**src/fbp_pkg.sv**
```systemverilog
package fbp_pkg;

  // ****************************************************************
  // Widths and clock
  // ****************************************************************
  localparam int ADDR_W = 21;
  localparam int DATA_W = 16;
  localparam int CLK_NS = 10;

  // ****************************************************************
  // Host requests
  // ****************************************************************
  typedef enum logic [2:0] {
    OP_READ      = 3'h0,
    OP_PROGRAM   = 3'h1,
    OP_ERASE     = 3'h2,
    OP_SEC_ENTER = 3'h3,
    OP_SEC_EXIT  = 3'h4,
    OP_SEC_LOCK  = 3'h5,
    OP_HW_RESET  = 3'h6
  } fbp_op_t;

  // ****************************************************************
  // Command cycles (word mode)
  // ****************************************************************
  localparam logic [ADDR_W-1:0] UNLOCK_A1      = 21'h000555;
  localparam logic [ADDR_W-1:0] UNLOCK_A2      = 21'h0002AA;
  localparam logic [DATA_W-1:0] UNLOCK_D1      = 16'h00AA;
  localparam logic [DATA_W-1:0] UNLOCK_D2      = 16'h0055;
  localparam logic [DATA_W-1:0] CMD_PROGRAM    = 16'h00A0;
  localparam logic [DATA_W-1:0] CMD_ERASE_SET  = 16'h0080;
  localparam logic [DATA_W-1:0] CMD_ERASE_SECT = 16'h0030;
  localparam logic [DATA_W-1:0] CMD_SEC_ENTER  = 16'h0088;
  localparam logic [DATA_W-1:0] CMD_SEC_EXIT   = 16'h0090;
  localparam logic [DATA_W-1:0] CMD_EXIT_ZERO  = 16'h0000;
  localparam logic [DATA_W-1:0] CMD_PROT_SET   = 16'h0060;
  localparam logic [DATA_W-1:0] CMD_PROT_VFY   = 16'h0040;
  localparam logic [ADDR_W-1:0] PROT_ADDR_OFS  = 21'h000002;

  // ****************************************************************
  // Boot-end address map (top boot, word addresses)
  // ****************************************************************
  localparam logic [ADDR_W-1:0] BOOT_AREA_BASE  = 21'h1F8000;
  localparam logic [ADDR_W-1:0] BOOT_OUTER_BASE = 21'h1FE000;

  // ****************************************************************
  // Timing
  // ****************************************************************
  localparam int T_SETUP_NS  = 20;
  localparam int T_PULSE_NS  = 40;
  localparam int T_HOLD_NS   = 20;
  localparam int T_BUSY_NS   = 100;
  localparam int T_RESET_NS  = 500;
  localparam int T_HV_NS     = 4000;
  localparam int SYNC_CYC    = 3;
  localparam logic [7:0]  SETUP_CYC = 8'((T_SETUP_NS + CLK_NS - 1) / CLK_NS);
  localparam logic [7:0]  PULSE_CYC = 8'((T_PULSE_NS + CLK_NS - 1) / CLK_NS);
  localparam logic [7:0]  HOLD_CYC  = 8'((T_HOLD_NS + CLK_NS - 1) / CLK_NS);
  localparam logic [7:0]  RDX_CYC   = 8'(SYNC_CYC);
  localparam logic [15:0] BUSY_CYC  = 16'((T_BUSY_NS + CLK_NS - 1) / CLK_NS);
  localparam logic [15:0] RESET_CYC = 16'((T_RESET_NS + CLK_NS - 1) / CLK_NS);
  localparam logic [15:0] HV_CYC    = 16'((T_HV_NS + CLK_NS - 1) / CLK_NS);

endpackage

```
**src/fbp_bus_cycle.sv**
```systemverilog
`timescale 1ns/1ps
module fbp_bus_cycle
  import fbp_pkg::*;
(
  input  wire logic              sys_clk,
  input  wire logic              arst_n,
  input  wire logic              start,
  input  wire logic              wr,
  input  wire logic [ADDR_W-1:0] addr,
  input  wire logic [DATA_W-1:0] wdata,
  input  wire logic [DATA_W-1:0] fl_dq_in,
  output logic                   done,
  output logic [DATA_W-1:0]      rdata,
  output logic [ADDR_W-1:0]      fl_addr,
  output logic [DATA_W-1:0]      fl_dq_out,
  output logic                   fl_dq_oe_n,
  output logic                   fl_ce_n,
  output logic                   fl_oe_n,
  output logic                   fl_we_n
);

  typedef enum logic [1:0] {
    CY_IDLE  = 2'b00,
    CY_SETUP = 2'b01,
    CY_PULSE = 2'b10,
    CY_HOLD  = 2'b11
  } fbp_cy_t;

  fbp_cy_t          state;
  logic [7:0]       cnt;
  logic             is_wr;
  logic [DATA_W-1:0] dq_s1;
  logic [DATA_W-1:0] dq_s2;
  logic [DATA_W-1:0] dq_s3;

  // ****************************************************************
  // Data bus synchroniser
  // ****************************************************************
  always_ff @(posedge sys_clk or negedge arst_n) begin
    if (!arst_n) begin
      dq_s1 <= '0;
      dq_s2 <= '0;
      dq_s3 <= '0;
    end else begin
      dq_s1 <= fl_dq_in;
      dq_s2 <= dq_s1;
      dq_s3 <= dq_s2;
    end
  end

  // ****************************************************************
  // One asynchronous bus cycle: setup, strobe, hold
  // ****************************************************************
  always_ff @(posedge sys_clk or negedge arst_n) begin
    if (!arst_n) begin
      state      <= CY_IDLE;
      cnt        <= '0;
      is_wr      <= 1'b0;
      done       <= 1'b0;
      rdata      <= '0;
      fl_addr    <= '0;
      fl_dq_out  <= '0;
      fl_dq_oe_n <= 1'b1;
      fl_ce_n    <= 1'b1;
      fl_oe_n    <= 1'b1;
      fl_we_n    <= 1'b1;
    end else begin
      done <= 1'b0;
      case (state)
        CY_IDLE: begin
          if (start) begin
            state      <= CY_SETUP;
            cnt        <= SETUP_CYC;
            is_wr      <= wr;
            fl_addr    <= addr;
            fl_dq_out  <= wdata;
            fl_dq_oe_n <= !wr;
            fl_ce_n    <= 1'b0;
          end
        end
        CY_SETUP: begin
          if (cnt <= 8'h01) begin
            state   <= CY_PULSE;
            cnt     <= is_wr ? PULSE_CYC : 8'(PULSE_CYC + RDX_CYC);  // Reads cover the synchroniser delay
            fl_we_n <= !is_wr;
            fl_oe_n <= is_wr;
          end else begin
            cnt <= cnt - 8'h01;
          end
        end
        CY_PULSE: begin
          if (cnt > 8'h01) begin
            cnt <= cnt - 8'h01;
          end else if (is_wr || dq_s2 == dq_s3) begin
            state   <= CY_HOLD;
            cnt     <= HOLD_CYC;
            rdata   <= dq_s3;
            fl_we_n <= 1'b1;
            fl_oe_n <= 1'b1;
          end
        end
        default: begin
          if (cnt <= 8'h01) begin
            state      <= CY_IDLE;
            done       <= 1'b1;
            fl_ce_n    <= 1'b1;
            fl_dq_oe_n <= 1'b1;
          end else begin
            cnt <= cnt - 8'h01;
          end
        end
      endcase
    end
  end

endmodule

```
**src/fbp_host.sv**
```systemverilog
`timescale 1ns/1ps
// Overview of operation
// - Host always drives the protect/accelerate pin to a defined level.
// - High voltage on reset pin is applied on request, but outer boot sectors stay refused while the pin is low.
// - After the entry sequence, boot-sector addresses reach the secured sector.
// - Lock: enter secured mode, then run protect algorithm, reset pin high or high voltage.
// - After locking, host issues the exit sequence before using the main array.
module fbp_host
  import fbp_pkg::*;
(
  input  wire logic              sys_clk,
  input  wire logic              arst_n,
  input  wire logic              cmd_valid,
  input  wire fbp_op_t           cmd_op,
  input  wire logic [ADDR_W-1:0] cmd_addr,
  input  wire logic [DATA_W-1:0] cmd_wdata,
  output logic                   cmd_ready,
  output logic                   rsp_valid,
  output logic                   rsp_error,
  output logic [DATA_W-1:0]      rsp_rdata,
  input  wire logic              wp_level,
  input  wire logic              temp_unprotect,
  output logic                   secure_mode,
  output logic [ADDR_W-1:0]      fl_addr,
  output logic [DATA_W-1:0]      fl_dq_out,
  input  wire logic [DATA_W-1:0] fl_dq_in,
  output logic                   fl_dq_oe_n,
  output logic                   fl_ce_n,
  output logic                   fl_oe_n,
  output logic                   fl_we_n,
  output logic                   fl_reset_n,
  output logic                   fl_hv_en,
  output logic                   protect_accel_pin,
  input  wire logic              fl_ready
);

  typedef enum logic [2:0] {
    ST_IDLE = 3'b000,
    ST_STEP = 3'b001,
    ST_WAIT = 3'b010,
    ST_GAP  = 3'b011,
    ST_POLL = 3'b100,
    ST_RST  = 3'b101,
    ST_HV   = 3'b110,
    ST_RESP = 3'b111
  } fbp_st_t;

  fbp_st_t           state;
  fbp_op_t           op_q;
  logic [ADDR_W-1:0] addr_q;
  logic [DATA_W-1:0] wdata_q;
  logic [2:0]        idx;
  logic [15:0]       cnt;
  logic              cyc_start;
  logic              cyc_done;
  logic [DATA_W-1:0] cyc_rdata;
  logic              err_q;
  logic              rdy_s1;
  logic              rdy_s2;
  logic              rdy_s3;
  logic              refuse;
  logic              is_write_op;
  logic [ADDR_W+DATA_W+1:0] step;

  // ****************************************************************
  // Command step table: {write, last, address, data}
  // ****************************************************************
  function automatic logic [ADDR_W+DATA_W+1:0] step_of(input fbp_op_t o, input logic [2:0] i,
                                                       input logic [ADDR_W-1:0] a,
                                                       input logic [DATA_W-1:0] d);
    logic [ADDR_W-1:0] pa;
    pa = a | PROT_ADDR_OFS;
    if (o != OP_READ && o != OP_SEC_LOCK && i == 3'h0) begin
      step_of = {2'b10, UNLOCK_A1, UNLOCK_D1};
    end else if (o != OP_READ && o != OP_SEC_LOCK && i == 3'h1) begin
      step_of = {2'b10, UNLOCK_A2, UNLOCK_D2};
    end else begin
      case (o)
        OP_READ:      step_of = {2'b01, a, d};
        OP_PROGRAM:   step_of = (i == 3'h2) ? {2'b10, UNLOCK_A1, CMD_PROGRAM} : {2'b11, a, d};
        OP_ERASE: begin
          case (i)
            3'h2:    step_of = {2'b10, UNLOCK_A1, CMD_ERASE_SET};
            3'h3:    step_of = {2'b10, UNLOCK_A1, UNLOCK_D1};
            3'h4:    step_of = {2'b10, UNLOCK_A2, UNLOCK_D2};
            default: step_of = {2'b11, a, CMD_ERASE_SECT};
          endcase
        end
        OP_SEC_ENTER: step_of = {2'b11, UNLOCK_A1, CMD_SEC_ENTER};
        OP_SEC_EXIT:  step_of = (i == 3'h2) ? {2'b10, UNLOCK_A1, CMD_SEC_EXIT}
                                            : {2'b11, UNLOCK_A1, CMD_EXIT_ZERO};
        OP_SEC_LOCK: begin
          case (i)
            3'h0, 3'h1: step_of = {2'b10, pa, CMD_PROT_SET};
            3'h2:       step_of = {2'b10, pa, CMD_PROT_VFY};
            default:    step_of = {2'b01, pa, d};
          endcase
        end
        default:      step_of = {2'b01, a, d};
      endcase
    end
  endfunction

  assign step = step_of(op_q, idx, addr_q, wdata_q);

  // ****************************************************************
  // Request screening
  // ****************************************************************
  always_comb begin
    is_write_op = (cmd_op == OP_PROGRAM) || (cmd_op == OP_ERASE);
    refuse = 1'b0;
    if (secure_mode && (is_write_op || cmd_op == OP_READ) && cmd_addr < BOOT_AREA_BASE) begin
      refuse = 1'b1;
    end else if (secure_mode && cmd_op == OP_ERASE) begin
      refuse = 1'b1;
    end else if (!secure_mode && cmd_op == OP_SEC_LOCK) begin
      refuse = 1'b1;
    end else if (!secure_mode && !wp_level && is_write_op && cmd_addr >= BOOT_OUTER_BASE) begin
      refuse = 1'b1;
    end else if (fl_hv_en && cmd_op == OP_HW_RESET) begin
      refuse = 1'b1;
    end else if (cmd_op > OP_HW_RESET) begin
      refuse = 1'b1;
    end
  end

  // ****************************************************************
  // Ready pin synchroniser
  // ****************************************************************
  always_ff @(posedge sys_clk or negedge arst_n) begin
    if (!arst_n) begin
      rdy_s1 <= 1'b0;
      rdy_s2 <= 1'b0;
      rdy_s3 <= 1'b0;
    end else begin
      rdy_s1 <= fl_ready;
      rdy_s2 <= rdy_s1;
      rdy_s3 <= rdy_s2;
    end
  end

  // ****************************************************************
  // Sequencer
  // ****************************************************************
  always_ff @(posedge sys_clk or negedge arst_n) begin
    if (!arst_n) begin
      state      <= ST_IDLE;
      op_q       <= OP_READ;
      addr_q     <= '0;
      wdata_q    <= '0;
      idx        <= '0;
      cnt        <= '0;
      cyc_start  <= 1'b0;
      err_q      <= 1'b0;
      fl_reset_n <= 1'b1;
      fl_hv_en   <= 1'b0;
      cmd_ready  <= 1'b0;
    end else begin
      cyc_start <= 1'b0;
      cmd_ready <= 1'b0;
      case (state)
        ST_IDLE: begin
          // An advertised ready is always honoured; a voltage change waits until the taken request is answered
          if (cmd_valid && cmd_ready) begin
            op_q    <= cmd_op;
            addr_q  <= cmd_addr;
            wdata_q <= cmd_wdata;
            idx     <= '0;
            err_q   <= refuse;
            if (refuse) begin
              state <= ST_RESP;
            end else if (cmd_op == OP_HW_RESET) begin
              state      <= ST_RST;
              cnt        <= RESET_CYC;
              fl_reset_n <= 1'b0;
            end else begin
              state <= ST_STEP;
            end
          end else if (temp_unprotect != fl_hv_en) begin
            state    <= ST_HV;
            fl_hv_en <= temp_unprotect;
            cnt      <= HV_CYC;
          end else begin
            cmd_ready <= 1'b1;
          end
        end
        ST_STEP: begin
          cyc_start <= 1'b1;
          state     <= ST_WAIT;
        end
        ST_WAIT: begin
          if (cyc_done && !step[ADDR_W+DATA_W]) begin
            idx   <= idx + 3'h1;
            state <= ST_STEP;
          end else if (cyc_done) begin
            if (op_q == OP_PROGRAM || op_q == OP_ERASE) begin
              state <= ST_GAP;
              cnt   <= BUSY_CYC;
            end else begin
              state <= ST_RESP;
            end
          end
        end
        ST_GAP: begin
          if (cnt <= 16'h0001) begin
            state <= ST_POLL;
          end else begin
            cnt <= cnt - 16'h0001;
          end
        end
        ST_POLL: begin
          if (rdy_s2 && rdy_s3) begin
            state <= ST_RESP;
          end
        end
        ST_RST: begin
          if (cnt <= 16'h0001) begin
            if (!fl_reset_n) begin
              fl_reset_n <= 1'b1;
              cnt        <= RESET_CYC;
            end else begin
              state <= ST_RESP;
            end
          end else begin
            cnt <= cnt - 16'h0001;
          end
        end
        ST_HV: begin
          if (cnt <= 16'h0001) begin
            state <= ST_IDLE;
          end else begin
            cnt <= cnt - 16'h0001;
          end
        end
        default: begin
          state <= ST_IDLE;
        end
      endcase
    end
  end

  // ****************************************************************
  // Answer to the requester
  // ****************************************************************
  always_ff @(posedge sys_clk or negedge arst_n) begin
    if (!arst_n) begin
      rsp_valid <= 1'b0;
      rsp_error <= 1'b0;
      rsp_rdata <= '0;
    end else begin
      rsp_valid <= (state == ST_RESP);
      if (state == ST_RESP) begin
        rsp_error <= err_q;
        rsp_rdata <= err_q ? '0 : cyc_rdata;
      end
    end
  end

  // ****************************************************************
  // Secured-sector mode tracking
  // ****************************************************************
  always_ff @(posedge sys_clk or negedge arst_n) begin
    if (!arst_n) begin
      secure_mode <= 1'b0;
    end else if (state == ST_RESP && !err_q) begin
      if (op_q == OP_SEC_ENTER) begin
        secure_mode <= 1'b1;
      end else if (op_q == OP_SEC_EXIT || op_q == OP_HW_RESET) begin
        secure_mode <= 1'b0;
      end
    end
  end

  // ****************************************************************
  // Protect pin, never left undriven and never raised for speedup
  // ****************************************************************
  always_ff @(posedge sys_clk or negedge arst_n) begin
    if (!arst_n) begin
      protect_accel_pin <= 1'b0;
    end else begin
      protect_accel_pin <= wp_level;
    end
  end

  fbp_bus_cycle u_cycle (
    .sys_clk    (sys_clk),
    .arst_n     (arst_n),
    .start      (cyc_start),
    .wr         (step[ADDR_W+DATA_W+1]),
    .addr       (step[ADDR_W+DATA_W-1:DATA_W]),
    .wdata      (step[DATA_W-1:0]),
    .fl_dq_in   (fl_dq_in),
    .done       (cyc_done),
    .rdata      (cyc_rdata),
    .fl_addr    (fl_addr),
    .fl_dq_out  (fl_dq_out),
    .fl_dq_oe_n (fl_dq_oe_n),
    .fl_ce_n    (fl_ce_n),
    .fl_oe_n    (fl_oe_n),
    .fl_we_n    (fl_we_n)
  );

  // ****************************************************************
  // Checks
  // ****************************************************************
  pin_follow_a: assert property (@(posedge sys_clk) disable iff (!arst_n)
    $changed(wp_level) |=> protect_accel_pin == $past(wp_level)) else $error("protect pin lags");
  hv_reset_a: assert property (@(posedge sys_clk) disable iff (!arst_n)
    fl_hv_en |-> fl_reset_n) else $error("reset pulsed under high voltage");
  hv_settle_a: assert property (@(posedge sys_clk) disable iff (!arst_n)
    $rose(fl_hv_en) |-> !cmd_ready [*8]) else $error("request taken before high voltage settled");
  sec_enter_a: assert property (@(posedge sys_clk) disable iff (!arst_n)
    $rose(secure_mode) |-> $past(op_q) == OP_SEC_ENTER && rsp_valid)
    else $error("secured mode without entry");
  lock_mode_a: assert property (@(posedge sys_clk) disable iff (!arst_n)
    (state == ST_STEP && op_q == OP_SEC_LOCK) |-> secure_mode) else $error("lock outside secured mode");
  exit_first_a: assert property (@(posedge sys_clk) disable iff (!arst_n)
    (state == ST_STEP && secure_mode && op_q inside {OP_READ, OP_PROGRAM}) |-> addr_q >= BOOT_AREA_BASE)
    else $error("main array used in secured mode");
  reset_leave_a: assert property (@(posedge sys_clk) disable iff (!arst_n)
    (state == ST_RESP && op_q == OP_HW_RESET && !err_q) |=> !secure_mode) else $error("mode kept over reset");
  outer_guard_a: assert property (@(posedge sys_clk) disable iff (!arst_n)
    (state == ST_STEP && op_q inside {OP_PROGRAM, OP_ERASE} && !secure_mode && addr_q >= BOOT_OUTER_BASE)
    |-> protect_accel_pin) else $error("outer boot write with pin low");
  cv_enter_c: cover property (@(posedge sys_clk) disable iff (!arst_n) $rose(secure_mode));
  cv_lock_c: cover property (@(posedge sys_clk) disable iff (!arst_n) rsp_valid && op_q == OP_SEC_LOCK);
  cv_hv_c: cover property (@(posedge sys_clk) disable iff (!arst_n)
    fl_hv_en && rsp_valid && op_q == OP_PROGRAM && !rsp_error);

endmodule

```
**config.mk**
```make
export PLATFORM = sky130hd
export DESIGN_NAME = fbp_host
export DESIGN_NICKNAME = d
export VERILOG_FILES = /design/src/fbp_pkg.sv /design/src/fbp_bus_cycle.sv /design/src/fbp_host.sv
export SDC_FILE = /design/constraint.sdc
export NUM_CORES = 1
export LEC_CHECK = 0
export BUFFER_PORTS_ARGS = -buffer_cell sky130_fd_sc_hd__buf_2
export CAP_MARGIN = 20
export CORE_MARGIN = 2
export CORE_UTILIZATION = 46
export CTS_BUF_LIST = sky130_fd_sc_hd__clkbuf_8
export DETAILED_ROUTE_END_ITERATION = 6
export MAX_ROUTING_LAYER = met4
export PLACE_DENSITY = 0.66
export SYNTH_ARGS = -nofsm -noshare
export SYNTH_HDL_FRONTEND = slang
export SYNTH_SLANG_ARGS = --single-unit
```
**constraint.sdc**
```tcl
create_clock -name sys_clk -period 3.5 [get_ports sys_clk]
set_input_delay 0.7 -clock sys_clk [delete_from_list [all_inputs] [get_ports sys_clk]]
set_output_delay 0.7 -clock sys_clk [all_outputs]
set_load 0.02 [all_outputs]
```
==> results of run 1 <==
[cell type report]
cell class,count,share of cell area [%]
clock inverters,15,1.23
diodes,2,0.0464
flip-flops and latches,207,48.1
inverters,21,0.730
multi-input cells,542,33.5
repair buffers,139,7.08
clock buffers,49,6.25
well taps,265,3.07
[where the power goes]
group          internal (mW)  total (mW)  leakage (nW)  switching (mW)
logic                   1.26        3.14          2.13            1.88
clock network           1.40        2.41         0.424            1.00
registers               2.96        3.45          2.66           0.490
total                   5.63        9.00          5.21            3.38
[critical path, cell delays in order (launching register included)]
cell      delay, ns
dfrtp_1        0.76
nor3b_1        0.76
o211ai_1       0.38
nand3_1        0.54
mux2_2         0.40
[metal layers]
layer / wire, um / GRT usage [%] / up-vias
met5: 0 / - / -
met4: 414 / 6.85 / 0
met2: 9050 / 30.7 / 211
li1: - / - / 3173
met3: 1240 / 4.24 / 36
met1: 9280 / 27.7 / 3223
[worst min path at each step]
stage / startpoint / slack (ns) / end
3_3_place_gp: u_cycle.dq_s1[9] / 0.33 / u_cycle.dq_s2[9]
6_report: arst_n / 0.21 / u_cycle.cnt[4]
3_5_place_dp: u_cycle.dq_s1[11] / 0.33 / u_cycle.dq_s2[11]
5_1_grt: arst_n / 0.25 / u_cycle.cnt[0]
2_1_floorplan: rdy_s1 / 0.33 / rdy_s2
4_1_cts: arst_n / 0.21 / u_cycle.cnt[4]
[cells by family (layout without fill, tap and decap cells)]
family,count (synthesis),count (layout)
xor gates and xnor gates,24,24
and+or+nand+nor,226,226
adders and majority gates,14,14
buffers and inverters,55,224
DFF,207,207
muxes,61,61
other,0,2
AOI/OAI and AO/OA,217,217
[flip-flops by register name, indices dropped and copies added (netlist names), 2 cells and up]
| register | flops |
|---|---|
| u_cycle.rdata | 16 |
| u_cycle.fl_dq_out | 16 |
| u_cycle.dq_s1 | 16 |
| addr_q | 21 |
| cnt | 16 |
| u_cycle.dq_s3 | 16 |
| state | 3 |
| u_cycle.state | 2 |
| idx | 3 |
| wdata_q | 16 |
| op_q | 3 |
| u_cycle.fl_addr | 21 |
| u_cycle.dq_s2 | 16 |
| rsp_rdata | 16 |
| u_cycle.cnt | 8 |
[stage by stage]
stage	worst slack [ns]	area, um^2	std cells
after global placement	0.698	9980	1174
after detailed placement	0.590	9980	1174
after global routing	0.291	10800	1240
after CTS	0.595	10800	1238
after floorplan	1.21	9050	804
final	0.547	10800	1240
[cell usage after synthesis, drive strengths merged, types with 5 or more instances]
cell / number
nand2b: 24
buf: 10
nor2: 68
nor2b: 7
o41ai: 6
clkbuf: 23
nand3: 9
dfrtp: 202
a21o: 6
or3: 5
a22o: 23
nor3: 16
nand2: 56
nor4: 6
inv: 21
nor3b: 5
dfstp: 5
or2: 5
o211ai: 5
or4: 5
o21ai: 84
mux2: 60
nand3b: 5
ha: 13
and2: 5
a21oi: 47
o31ai: 9
xor2: 20
==> qor.yml, run 1 <==
ys_seq_elements: 207
crit_fanout: 22
holdBufCountCts: 0
fin_nets: 1022
critPathRequiredTime_ns: 3.91
power_mw: 9.00
ant_nets: 0
dr.pass1.iters: 5
clkLatencyLatePin_ns: 0.52
io_pins: 126
die_h_um: 144
outcome: "finished, final reports clean"
initial_core_util_pct: 46.7
synth_edf_count: 0
layout_common_cells: "dfrtp_1, buf_2, o21ai_0"
start_kind: "register"
yosysTopAreaCellShare_pct: 55.8
critical_path_arrival_ns: 3.37
route.detailed.drc: 0
startpoint: "state[1]"
htreeDepth: 2
worstMarginPinSlew_ns: 0.838
synth_compound_area_share_pct: 15.1
endpoint_kind: "register"
timing.hold.ws_ns: 0.214
via_count: 6643
seq_area_frac_synth_pct: 57.3
fin_skew_ns: 0.0204
grt_pass1_vias: 6467
cts_tree: "yes"
grt_overflow: 0
syn_nets: 879
fp.coreArea_mm2: 0.0194
cts_setup_buffers: 0
avgSynthCellArea_um2: 11.3
worst_r2r_path_depth: 4
cts_resized: 0
track_usage_pct: 20.4
gp_congestion: 0.882
finalCritPeriodShare_pct: 84.4
wl_per_cell_um: 16.1
multi_input_area_mm2: 0.00362
synth_mux_area_share_pct: 7.99
ys_top_cells_by_area: "dfrtp_1, mux2_2, o21ai_0"
reg2reg_setup_slack_ns: 0.55
setup_violations: 0
yosys.area_share.adder_pct: 1.91
wl_mm: 20.0
setup_tns_ns: 0
rsz0062_at_grt: "no"
layout-drive-gt1-share_pct: 29.0
syn_to_final_growth_pct: 19.2
yosysWarnings: 0
slew_viol_final: 0
cts-root-buf: "clkbuf_8"
yosys.area.top_type: "dfrtp_1"
fp.dieW_um: 144
criticalPathCategory: "reg -> reg"
relSlewSlack_pct: 44.0
grt_max_degree: 79
reg2reg_from: "state[1]"
grt_pass1_wl_mm: 32.8
fin_crit_ns: 2.95
cts_buffer_depth: 3
avgViaCountPerCell: 5.36
peakVddDrop_v: 0.000411
drt_iter0_markers: 467
synth_cells: 804
r2r_end: "cnt[5]"
synth_area_mm2: 0.00905
fmax_mhz: 339
synth-xor-area-share_pct: 2.32
numPortBuffers: 125
rows: 51
num-fill-cells: 1758
mostFrequentLayoutCell: "dfrtp_1"
antenna_found_initial: 2
die-area_mm2: 0.0208
synth_ff_type: "dfrtp_1"
seq_area_mm2: 0.00519
synth_top_family_by_area: "compound AO/OA/AOI/OAI gates"
dp_hpwl_mm: 13.5
synth-simple-area-share_pct: 12.6
cts_made_buffers: 36
p_leak_nw: 5.21
yosysUniqueCellTypes: 69
cts_sinks: 207
clkTransAtPathRegs_ns: 0.07
cap_viol_max_count: 0
crit_end: "cnt[5]"
hold_viol: 0
utilization_pct: 55.6
synthArstFlopShare_pct: 100
power.density_mw_per_mm2: 834
worstHoldPathType: "in -> async"
No activity file was read; power rests on OpenSTA's default activity.
==> run 2: changes to the inputs <==
- PLACE_DENSITY: 0.66 -> 0.69
- clock period: 3.5 -> 2.5 ns (I/O delays scaled with it)
==> qor.yml, run 2 (synthesized netlist as in run 1, its figures left out) <==
outcome: "finished, final reports clean"  # unchanged
grt_pass1_wl_mm: 33.6  # was 32.8 mm
endpoint_kind: "register"  # unchanged
rsz0062_at_grt: "no"  # unchanged
grt_overflow: 0  # unchanged
mostFrequentLayoutCell: "dfrtp_1"  # unchanged
power_mw: 12.9  # was 9.00 mW
htreeDepth: 2  # unchanged
worstMarginPinSlew_ns: 0.610  # was 0.838 ns
cap_viol_max_count: 0  # unchanged
drt_iter0_markers: 397  # was 467
criticalPathCategory: "reg -> reg"  # unchanged
fin_skew_ns: 0.0264  # was 0.0204 ns
cts_setup_buffers: 0  # unchanged
fp.dieW_um: 144  # unchanged
via_count: 6738  # was 6,643
setup_violations: 0  # unchanged
fp.coreArea_mm2: 0.0194  # unchanged
clkLatencyLatePin_ns: 0.54  # was 0.52 ns
critPathRequiredTime_ns: 2.92  # was 3.91 ns
cts_sinks: 207  # unchanged
peakVddDrop_v: 0.000781  # was 0.000411 V
wl_per_cell_um: 15.9  # was 16.1 um
top_regs: "addr_q x21, u_cycle.fl_addr x21"  # unchanged
grt_pass1_vias: 6755  # was 6,467
syn_to_final_growth_pct: 22.3  # was 19.2%
fin_crit_ns: 2.40  # was 2.95 ns
cts_tree: "yes"  # unchanged
reg2reg_setup_slack_ns: 0.1  # was 0.55 ns
power.density_mw_per_mm2: 1160  # was 834 mW/mm^2
layout-drive-gt1-share_pct: 30.9  # was 29.0%
track_usage_pct: 20.9  # was 20.4%
p_leak_nw: 5.40  # was 5.21 nW
io_pins: 126  # unchanged
setup_tns_ns: 0  # unchanged
design_area_mm2: 0.0111  # was 0.0108 mm^2
dr.pass1.iters: 5  # unchanged
relSlewSlack_pct: 59.3  # was 44.0%
finalCritPeriodShare_pct: 96.0  # was 84.4%
fmax_mhz: 417  # was 339 MHz
initial_core_util_pct: 46.7  # unchanged
cts_made_buffers: 38  # was 36
place_area_mm2: 0.0102  # was 0.00998 mm^2
start_kind: "register"  # unchanged
layout_common_cells: "dfrtp_1, buf_2, o21ai_0"  # unchanged
grt_max_degree: 72  # was 79
cts_buffer_depth: 3  # unchanged
slew_viol_final: 0  # unchanged
route.detailed.drc: 0  # unchanged
wl_mm: 20.3  # was 20.0 mm
crit_fanout: 4  # was 22
finalNonFillerCells: 1273  # was 1,240
avgViaCountPerCell: 5.29  # was 5.36
cts-root-buf: "clkbuf_8"  # unchanged
dp_hpwl_mm: 13.9  # was 13.5 mm
die-area_mm2: 0.0208  # unchanged
ant_nets: 0  # unchanged
dpl_worst_slack_ns: 0.0442  # was 0.590 ns
timing.hold.ws_ns: 0.0673  # was 0.214 ns
dpl.cell_count: 1202  # was 1,174
worstHoldPathType: "in -> reg"  # was in -> async
clkTransAtPathRegs_ns: 0.06  # was 0.07 ns
critical_path_arrival_ns: 2.82  # was 3.37 ns
gp_congestion: 0.918  # was 0.882
utilization_pct: 57.1  # was 55.6%
numPortBuffers: 125  # unchanged
die_h_um: 144  # unchanged
hold_viol: 0  # unchanged
antenna_found_initial: 2  # unchanged
num-fill-cells: 1686  # was 1,758
rows: 51  # unchanged
layout_setup_ws_ns: 0.0992  # was 0.547 ns
fin_nets: 1053  # was 1,022
==> run 2: cell count changes in the layout (fill, tap and decap cells not counted), moves of 3 or more <==
| cell | change |
|---|---|
| buf_4 | +25 |
| clkinvlp_4 | -4 |
| buf_12 | +3 |
| inv_1 | +7 |
==> run 2: where the power goes <==
group	switching, mW	internal (mW)	total, mW
combinational	2.75	2.01	4.76
clock	1.39	1.90	3.29
sequential	0.662	4.15	4.81
==> run 2: timing repair <==
item | 4_1_cts | 5_1_grt
resized for setup | 0 | 6
endpoints found under the hold margin | 10 | 0
hold buffers | 1 | 0
setup endpoints to repair | 0 | 31
==> run 2: path summary, 6_finish.rpt <==
path,from,endpoint,cells after the start
max in group asynchronous,arst_n,addr_q[6],3
hold / removal,fl_dq_in[11],u_cycle.dq_s1[11],1
hold reg to reg,u_cycle.dq_s1[7],u_cycle.dq_s2[7],0
setup reg to reg,cnt[5],state[2],6
setup / recovery,cnt[5],state[2],6
min in group asynchronous,arst_n,rsp_rdata[13],2
==> run 2: worst max-delay path, stage by stage, from the launching register on <==
cell and delay, ns:
dfrtp_1 0.41, or4_4 0.55, nor4b_4 0.35, nand2_2 0.10, and3_4 0.18, or4_1 0.40
o32a_1 0.30
==> run 2: area by class of cell <==
cell class / count / area [um^2] / share of cell area [%]
clock inverters: 17 / 114 / 1.03
well taps: 265 / 332 / 3.00
diodes: 3 / 7.51 / 0.0678
repair buffers: 168 / 1020 / 9.23
multi-input cells: 542 / 3640 / 32.9
flip-flops and latches: 207 / 5190 / 46.9
clock buffers: 50 / 688 / 6.22
inverters: 21 / 78.8 / 0.712
==> run 2: metal layers <==
metal	track usage (%)	vias up	part of all wire, %
met5	-	-	0
met4	6.85	0	1.8
met3	4.87	31	5.8
met2	32.9	172	47
met1	26.9	3303	45
li1	-	3232	-
